<file path="src/verilog/icrb_pkg.sv">
// register map, field layout and reset values of the imager configuration bank
package icrb_pkg;

	// ==========================================
	// register word and map geometry
	typedef logic [15:0] icrb_word_t;
	typedef logic [3:0]  icrb_slot_t;

	localparam int         NUM_REGS  = 12;
	localparam int         WORD_W    = 16;
	localparam int         MIN_ADDR_W = 9;
	localparam icrb_slot_t SLOT_NONE = 4'hF;
	localparam logic [1:0] WORD_ALIGN = 2'h0;

	// ==========================================
	// printed register indices; byte address is four times the index
	localparam logic [7:0] IDX_SPARE_WORD_26      = 8'h1A;
	localparam logic [7:0] IDX_SPARE_WORD_27      = 8'h1B;
	localparam logic [7:0] IDX_CLOCK_GEN_CONTROL  = 8'h20;
	localparam logic [7:0] IDX_LOGIC_ENABLE       = 8'h22;
	localparam logic [7:0] IDX_IMAGER_POWER       = 8'h28;
	localparam logic [7:0] IDX_IMAGER_SLOPE       = 8'h29;
	localparam logic [7:0] IDX_FRONTEND_POWER     = 8'h30;
	localparam logic [7:0] IDX_REFERENCE_POWER    = 8'h40;
	localparam logic [7:0] IDX_BIAS_CURRENT       = 8'h41;
	localparam logic [7:0] IDX_FRONTEND_CURRENT   = 8'h42;
	localparam logic [7:0] IDX_COLUMN_MUX_CURRENT = 8'h43;
	localparam logic [7:0] IDX_SERIAL_OUT_CURRENT = 8'h44;

	// storage slots, in the same order as the tables below
	localparam icrb_slot_t SLOT_SPARE_26 = 4'h0;
	localparam icrb_slot_t SLOT_SPARE_27 = 4'h1;
	localparam icrb_slot_t SLOT_CLK_GEN  = 4'h2;
	localparam icrb_slot_t SLOT_LOGIC    = 4'h3;
	localparam icrb_slot_t SLOT_IMG_PWR  = 4'h4;
	localparam icrb_slot_t SLOT_SLOPE    = 4'h5;
	localparam icrb_slot_t SLOT_FE_PWR   = 4'h6;
	localparam icrb_slot_t SLOT_REF_PWR  = 4'h7;
	localparam icrb_slot_t SLOT_BIAS     = 4'h8;
	localparam icrb_slot_t SLOT_FE_CUR   = 4'h9;
	localparam icrb_slot_t SLOT_MUX_CUR  = 4'hA;
	localparam icrb_slot_t SLOT_SER_CUR  = 4'hB;

	localparam logic [7:0] REG_INDEX [NUM_REGS] = '{
		IDX_SPARE_WORD_26, IDX_SPARE_WORD_27, IDX_CLOCK_GEN_CONTROL, IDX_LOGIC_ENABLE,
		IDX_IMAGER_POWER, IDX_IMAGER_SLOPE, IDX_FRONTEND_POWER, IDX_REFERENCE_POWER,
		IDX_BIAS_CURRENT, IDX_FRONTEND_CURRENT, IDX_COLUMN_MUX_CURRENT, IDX_SERIAL_OUT_CURRENT};

	localparam icrb_word_t REG_RESET [NUM_REGS] = '{
		16'h2280, 16'h3D2D, 16'h0004, 16'h0000, 16'h0000, 16'h0B5A,
		16'h0000, 16'h0000, 16'h888B, 16'h53C8, 16'h8888, 16'h0088};

	// bits that exist; all others read zero and ignore writes
	localparam icrb_word_t REG_MASK [NUM_REGS] = '{
		16'h7FFF, 16'hFFFF, 16'h7F0F, 16'h0001, 16'h0007, 16'hFFFF,
		16'h0001, 16'h0001, 16'hFFFF, 16'h7FFF, 16'hFFFF, 16'h00FF};

	// ==========================================
	// field positions
	localparam int BIT_ANALOG_CLK_EN  = 0;
	localparam int BIT_LOGIC_CLK_EN   = 1;
	localparam int BIT_SELECT_PLL     = 2;
	localparam int BIT_ADC_8BIT       = 3;
	localparam int BIT_LOGIC_ENABLE   = 0;
	localparam int BIT_CORE_PWR_UP    = 0;
	localparam int BIT_MUX_PWR_UP     = 1;
	localparam int BIT_COL_BIAS_EN    = 2;
	localparam int BIT_FE_PWR_UP      = 0;
	localparam int BIT_BANDGAP_PWR_UP = 0;
	localparam int BIT_EXT_RESISTOR   = 0;
	localparam int TRIM_W             = 4;
	localparam int LSB_DOUBLE_SLOPE   = 0;
	localparam int LSB_TRIPLE_SLOPE   = 4;
	localparam int LSB_PRECHARGE      = 4;
	localparam int LSB_COL_BIAS       = 8;
	localparam int LSB_PUMP           = 12;
	localparam int LSB_FE_IBIAS       = 0;
	localparam int LSB_ADC_IREF       = 4;
	localparam int LSB_PGA_IREF       = 8;
	localparam int PGA_IREF_W         = 7;
	localparam int LSB_STAGE1         = 0;
	localparam int LSB_STAGE2         = 4;
	localparam int LSB_SER_IBIAS      = 0;
	localparam int LSB_SER_IREF       = 4;

endpackage

</file>
<file path="src/verilog/icrb_register_bank.sv">
// apb slave holding the imager clock, power and bias configuration registers
//
// How it works
// bit 0 at 32 gates analog clocks
// bit 1 at 32 enables logic clock
// bit 2 at 32 picks PLL, resets one
// bit 3 at 32 selects eight-bit conversion
// bit 0 at 34 enables general logic
// bit 0 at 40 powers image core
// bit 1 at 40 powers column multiplexer
// register 41 holds two slope levels
// bit 0 at 48 powers all converters
// bit 0 at 64 powers bandgap reference
// bit 0 at 65 picks external resistor
// register 65 holds three current trims
// register 67 holds two selector trims
// host rewrites reserved fields with reset values
module icrb_register_bank #(
	parameter int ADDR_W = 12
) (
	// clock and reset
	input  wire logic                  pclk,
	input  wire logic                  presetn,
	// apb slave
	input  wire logic                  psel,
	input  wire logic                  penable,
	input  wire logic                  pwrite,
	input  wire logic [ADDR_W-1:0]     paddr,
	input  wire logic [31:0]           pwdata,
	input  wire logic [3:0]            pstrb,
	output logic      [31:0]           prdata,
	output logic                       pready,
	output logic                       pslverr,
	// clock generator controls
	output logic                       analog_clk_en,
	output logic                       logic_clk_en,
	output logic                       clk_src_pll,
	output logic                       adc_8bit_mode,
	// general logic
	output logic                       logic_enable,
	// image core
	output logic                       core_power_up,
	output logic                       column_mux_power_up,
	output logic                       column_bias_enable,
	output logic [3:0]                 double_slope_level,
	output logic [3:0]                 triple_slope_level,
	// front end and reference power
	output logic                       frontend_power_up,
	output logic                       bandgap_power_up,
	// bias trims
	output logic                       external_resistor_sel,
	output logic [3:0]                 precharge_current_trim,
	output logic [3:0]                 column_bias_current_trim,
	output logic [3:0]                 pump_current_trim,
	output logic [3:0]                 frontend_current_trim,
	output logic [3:0]                 converter_ref_trim,
	output logic [6:0]                 amplifier_ref_trim,
	output logic [3:0]                 selector_first_stage_trim,
	output logic [3:0]                 selector_second_stage_trim,
	output logic [3:0]                 serial_out_current_trim,
	output logic [3:0]                 serial_out_ref_trim
);

	// ==========================================
	// elaboration check; too few bits cannot reach the highest register index
	if (ADDR_W < icrb_pkg::MIN_ADDR_W || ADDR_W > 32) begin : g_addr_w_check
		$error("icrb_register_bank: ADDR_W out of range");
	end

	// ==========================================
	// helper functions

	// byte address to storage slot, SLOT_NONE when unmapped or misaligned
	function automatic icrb_pkg::icrb_slot_t icrb_decode(input logic [ADDR_W-1:0] addr);
		icrb_pkg::icrb_slot_t slot;
		logic [ADDR_W-3:0]    word;
		slot = icrb_pkg::SLOT_NONE;
		word = addr[ADDR_W-1:2];
		if (addr[1:0] == icrb_pkg::WORD_ALIGN) begin
			for (int i = 0; i < icrb_pkg::NUM_REGS; i++) begin
				if (word == (ADDR_W-2)'(icrb_pkg::REG_INDEX[i])) begin
					slot = icrb_pkg::icrb_slot_t'(i);
				end
			end
		end
		return slot;
	endfunction

	// byte-lane merge of a write; only the low two lanes reach the 16-bit word
	function automatic icrb_pkg::icrb_word_t icrb_merge(
		input icrb_pkg::icrb_word_t old_val,
		input logic [31:0]          wdata,
		input logic [3:0]           strb,
		input icrb_pkg::icrb_word_t mask
	);
		icrb_pkg::icrb_word_t lanes;
		lanes = {{8{strb[1]}}, {8{strb[0]}}};
		lanes = lanes & mask;
		return (old_val & ~lanes) | (wdata[15:0] & lanes);
	endfunction

	// ==========================================
	// storage and bus state
	icrb_pkg::icrb_word_t regs_r [icrb_pkg::NUM_REGS];
	icrb_pkg::icrb_slot_t slot;
	logic                 setup;
	logic                 access;
	logic                 unmapped;
	logic [31:0]          prdata_r;
	logic                 err_r;

	// address decode shared by read capture and write
	assign slot     = icrb_decode(paddr);
	assign unmapped = (slot == icrb_pkg::SLOT_NONE);
	assign setup    = psel & ~penable;
	assign access   = psel & penable;

	// zero wait states: every access completes in its first access cycle
	assign pready  = 1'b1;
	assign pslverr = access & err_r;
	assign prdata  = prdata_r;

	// ==========================================
	// register writes
	// reserved bits are stored as written, so a host that keeps them at reset values keeps them intact
	always_ff @(posedge pclk or negedge presetn) begin
		if (!presetn) begin
			for (int i = 0; i < icrb_pkg::NUM_REGS; i++) begin
				regs_r[i] <= icrb_pkg::REG_RESET[i];
			end
		end else if (access && pwrite && !unmapped) begin
			for (int i = 0; i < icrb_pkg::NUM_REGS; i++) begin
				if (slot == icrb_pkg::icrb_slot_t'(i)) begin
					regs_r[i] <= icrb_merge(regs_r[i], pwdata, pstrb, icrb_pkg::REG_MASK[i]);
				end
			end
		end
	end

	// ==========================================
	// read data and error captured in the setup cycle
	// registering here keeps prdata off the decode path at the cost of nothing, since the access cycle follows
	always_ff @(posedge pclk or negedge presetn) begin
		if (!presetn) begin
			prdata_r <= 32'h0000_0000;
			err_r    <= 1'b0;
		end else if (setup) begin
			err_r    <= unmapped;
			prdata_r <= 32'h0000_0000;
			if (!pwrite && !unmapped) begin
				prdata_r <= {16'h0000, regs_r[slot] & icrb_pkg::REG_MASK[slot]};
			end
		end
	end

	// ==========================================
	// clock generator controls
	assign analog_clk_en = regs_r[icrb_pkg::SLOT_CLK_GEN][icrb_pkg::BIT_ANALOG_CLK_EN];
	assign logic_clk_en  = regs_r[icrb_pkg::SLOT_CLK_GEN][icrb_pkg::BIT_LOGIC_CLK_EN];
	assign clk_src_pll   = regs_r[icrb_pkg::SLOT_CLK_GEN][icrb_pkg::BIT_SELECT_PLL];
	assign adc_8bit_mode = regs_r[icrb_pkg::SLOT_CLK_GEN][icrb_pkg::BIT_ADC_8BIT];

	// general logic master enable
	assign logic_enable = regs_r[icrb_pkg::SLOT_LOGIC][icrb_pkg::BIT_LOGIC_ENABLE];

	// image core power, active low power-down sense: one means powered
	assign core_power_up       = regs_r[icrb_pkg::SLOT_IMG_PWR][icrb_pkg::BIT_CORE_PWR_UP];
	assign column_mux_power_up = regs_r[icrb_pkg::SLOT_IMG_PWR][icrb_pkg::BIT_MUX_PWR_UP];
	assign column_bias_enable  = regs_r[icrb_pkg::SLOT_IMG_PWR][icrb_pkg::BIT_COL_BIAS_EN];

	// slope reset levels
	assign double_slope_level =
		regs_r[icrb_pkg::SLOT_SLOPE][icrb_pkg::LSB_DOUBLE_SLOPE +: icrb_pkg::TRIM_W];
	assign triple_slope_level =
		regs_r[icrb_pkg::SLOT_SLOPE][icrb_pkg::LSB_TRIPLE_SLOPE +: icrb_pkg::TRIM_W];

	// one bit powers every converter column at once, another the bandgap reference
	assign frontend_power_up = regs_r[icrb_pkg::SLOT_FE_PWR][icrb_pkg::BIT_FE_PWR_UP];
	assign bandgap_power_up  = regs_r[icrb_pkg::SLOT_REF_PWR][icrb_pkg::BIT_BANDGAP_PWR_UP];

	// ==========================================
	// bias current setup
	assign external_resistor_sel = regs_r[icrb_pkg::SLOT_BIAS][icrb_pkg::BIT_EXT_RESISTOR];
	assign precharge_current_trim =
		regs_r[icrb_pkg::SLOT_BIAS][icrb_pkg::LSB_PRECHARGE +: icrb_pkg::TRIM_W];
	assign column_bias_current_trim =
		regs_r[icrb_pkg::SLOT_BIAS][icrb_pkg::LSB_COL_BIAS +: icrb_pkg::TRIM_W];
	assign pump_current_trim =
		regs_r[icrb_pkg::SLOT_BIAS][icrb_pkg::LSB_PUMP +: icrb_pkg::TRIM_W];

	// front end currents
	assign frontend_current_trim = regs_r[icrb_pkg::SLOT_FE_CUR][icrb_pkg::LSB_FE_IBIAS +: icrb_pkg::TRIM_W];
	assign converter_ref_trim    = regs_r[icrb_pkg::SLOT_FE_CUR][icrb_pkg::LSB_ADC_IREF +: icrb_pkg::TRIM_W];
	assign amplifier_ref_trim    = regs_r[icrb_pkg::SLOT_FE_CUR][icrb_pkg::LSB_PGA_IREF +: icrb_pkg::PGA_IREF_W];

	// column selector stages
	assign selector_first_stage_trim =
		regs_r[icrb_pkg::SLOT_MUX_CUR][icrb_pkg::LSB_STAGE1 +: icrb_pkg::TRIM_W];
	assign selector_second_stage_trim =
		regs_r[icrb_pkg::SLOT_MUX_CUR][icrb_pkg::LSB_STAGE2 +: icrb_pkg::TRIM_W];

	// serial output currents
	assign serial_out_current_trim = regs_r[icrb_pkg::SLOT_SER_CUR][icrb_pkg::LSB_SER_IBIAS +: icrb_pkg::TRIM_W];
	assign serial_out_ref_trim     = regs_r[icrb_pkg::SLOT_SER_CUR][icrb_pkg::LSB_SER_IREF +: icrb_pkg::TRIM_W];

endmodule
</file>
<file path="config.mk">
export PLATFORM = sky130hd
export DESIGN_NAME = icrb_register_bank
export DESIGN_NICKNAME = d
export VERILOG_FILES = /design/src/verilog/icrb_pkg.sv /design/src/verilog/icrb_register_bank.sv
export SDC_FILE = /design/constraint.sdc
export NUM_CORES = 1
export LEC_CHECK = 0
export ABC_AREA = 1
export BUFFER_PORTS_ARGS = -buffer_cell sky130_fd_sc_hd__buf_2
export CAP_MARGIN = 30
export CORE_MARGIN = 2
export CORE_UTILIZATION = 46
export CTS_CLUSTER_SIZE = 12
export DETAILED_ROUTE_END_ITERATION = 10
export PLACE_DENSITY = 0.68
export SYNTH_ARGS = -nofsm -noshare
export SYNTH_HDL_FRONTEND = slang
export SYNTH_SLANG_ARGS = --single-unit
</file>
<file path="constraint.sdc">
create_clock -name pclk -period 1.25 [get_ports pclk]
set_clock_uncertainty 0.05 [all_clocks]
set_input_delay 0.1875 -clock pclk [delete_from_list [all_inputs] [get_ports pclk]]
set_output_delay 0.1875 -clock pclk [all_outputs]
set_load 0.01 [all_outputs]
</file>
==> flow_summary.ini <==
[status]
status = complete, but fails checks
violations = negative setup slack

[floorplan]
fp.dieW_um = 134
design.core.area_sq_um = 16500
initial_core_util = 0.470
die_y_um = 134
std_cell_rows = 47
num_io_pins = 149
die_area_sq_um = 17900

[hold_path]
hold_class = in -> reg

[sta]
fmax_mhz = 523
worstMarginPinSlew_ps = 567
finalCritPeriodShare = 1.53
setup_violations = 166
finalHoldViolCount = 0
fin_ws_ps = -663
slew-limit-headroom = 0.622
rsz0062_at_grt = yes
drv_slew = 0
min_period_ps = 1910
whs_ps = 86.8

[setup_path]
cp-start-kind = input port
startpoint = paddr[3]
r2r_slack_ps = -80
r2r_cells = 8
crit_path_end_kind = register
worstPathArrival_ps = 2210
r2r-end = prdata[0]$_DFFE_PN0P_
crit_type = in -> reg
required_ps = 1550
crit_fanout = 8

[placed_design]
portBuffers = 113
dp_slack_ps = -1130
dp.final_hpwl_um = 17200
globalplace.congestion = 0.933
placed_cells = 1362

[grt]
grt_pass1_wl_um = 39300
gr-total-overflow = 0
antenna_found_initial = 0
grt_max_degree = 32
grt_pass1_vias = 7086
grtUsageTotal = 0.284

[cells_and_area]
syn_to_final_growth_pct = 52.0
drive_above_1_share = 0.504
layout_commonest_cell = nand2_1
nNetsFinal = 1307
instances_no_fill = 1487
layout_common_cells = 260 x nand2_1, 125 x buf_4, 96 x dfrtp_1
antenna_cells = 0

[detailed_routing]
route.detailed.drc = 0
post_drt_via_cell_ratio = 5.51
wl_per_cell_um = 19.7
antenna_left = 0
vias = 8187
drt_iter0_drc = 882
totalWireLength_um = 29300
dr.pass1.iters = 6

[clock_tree]
cts_root_buf = clkbuf_16
clock-sinks = 136
tritoncts = done
cts_buffers = 17
clk_latency_ps = 430
cts-htree-levels = 4
cts.clk_slew.worst_paths_ps = 60
clockBufferDepth = 2

[logic_synthesis]
postSynthCellCount = 1007
synth.top_cell.area_share = 0.313
ys_ff_latch = 136
ys_top_cells_by_area = dfrtp_1 31%, nand2_1 17%, dfstp_2 13%
yosysSeqAreaShare = 0.445
syn_area_per_cell_sq_um = 7.71
ys_warn_count = 0
synth_cell_types = 35
synth_area_leader_cell = dfrtp_1
syn_area_sq_um = 7760

[power]
p_per_area_nw_per_um2 = 854
p_leak_uw = 0.00575
vdd_drop_max_mv = 0.927
power_uw = 10100

[job]
max_cap_violations = 0
-- cells in the mapped netlist, drive strengths merged --
master / count
clkinv: 1
nor2: 78
inv: 75
nand4: 14
nor3: 6
conb: 2
nand3: 89
or2: 4
dfstp: 39
o21ai: 108
and3: 1
a21oi: 14
dfrtp: 97
nand3b: 8
buf: 92
clkbuf: 6
o22ai: 6
nand2: 365
nor3b: 2
-- routing by layer --
metal  vias to the layer above  GRT usage  part of all wire  routed length, um
met4                         0      0.108             0.055               1620
met5                         -          0                 0                  0
met1                      3821      0.398              0.39              11500
li1                       3682          -                 -                  -
met2                       548      0.441              0.46              13400
met3                       136     0.0514             0.095               2790
-- kinds of logic after synthesis --
kind of cell	Yosys count	synth area share
AO/OA/AOI/OAI	128	0.0965
buffers and inverters	174	0.129
flip-flops	136	0.445
other	2	0.000967
AND/OR/NAND/NOR	567	0.329
-- power by group --
group / switching (uW) / internal, uW / leakage (uW) / total, uW
Sequential: 1.67 / 4410 / 0.00174 / 4420
Clock: 2000 / 2980 / 0.000280 / 4980
Combinational: 458 / 227 / 0.00373 / 685
Total: 2460 / 7620 / 0.00575 / 10100
-- how the worst min path moves through the flow --
stage	start	to	cells after the start
2_1_floorplan	presetn	asynchronous set/reset pin	0
3_3_place_gp	presetn	asynchronous set/reset pin	1
3_5_place_dp	presetn	asynchronous set/reset pin	1
4_1_cts	pwdata[15]	register	3
5_1_grt	pwdata[15]	register	3
6_report	pwdata[15]	register	3
-- final cells by class --
cell class	count	area, sq um
Sequential cell	136	3450
Clock inverter	12	126
Fill cell	1162	4720
Timing Repair Buffer	304	2750
Clock buffer	20	447
Tap cell	220	275
Inverter	76	329
Multi-Input combinational cell	719	4420
-- critical path, stage by stage --
cell and delay [ps]:
buf_2 150, nor2_4 60, nand2_4 90, buf_6 110, inv_6 30, o21ai_1 140
nand2_2 90, nor2_2 120, inv_2 70, nand2_4 70, buf_4 140, nand2_1 140
nor2_4 290, nand3_2 280, o21ai_1 240
-- timing repair --
item / 4_1_cts / 5_1_grt
gates resized for setup: 139 / 182
setup endpoints to repair: 162 / 170
pin swaps: 35 / 57
endpoints found under the hold margin: 130 / 0
gates cloned: 9 / 9
setup buffers: 22 / 38
hold buffers: 16 / 0
-- through the flow --
step           utilization  TNS [ps]  instance area [sq um]
5_1_grt              0.714    -91320                  11800
2_1_floorplan            -    -81250                   8050
6_report             0.714    -77160                  11800
3_5_place_dp         0.549   -143840                   9060
4_1_cts              0.649    -72700                  10700
3_3_place_gp         0.549   -141890                   9060
No activity file was read; power rests on OpenSTA's default activity.
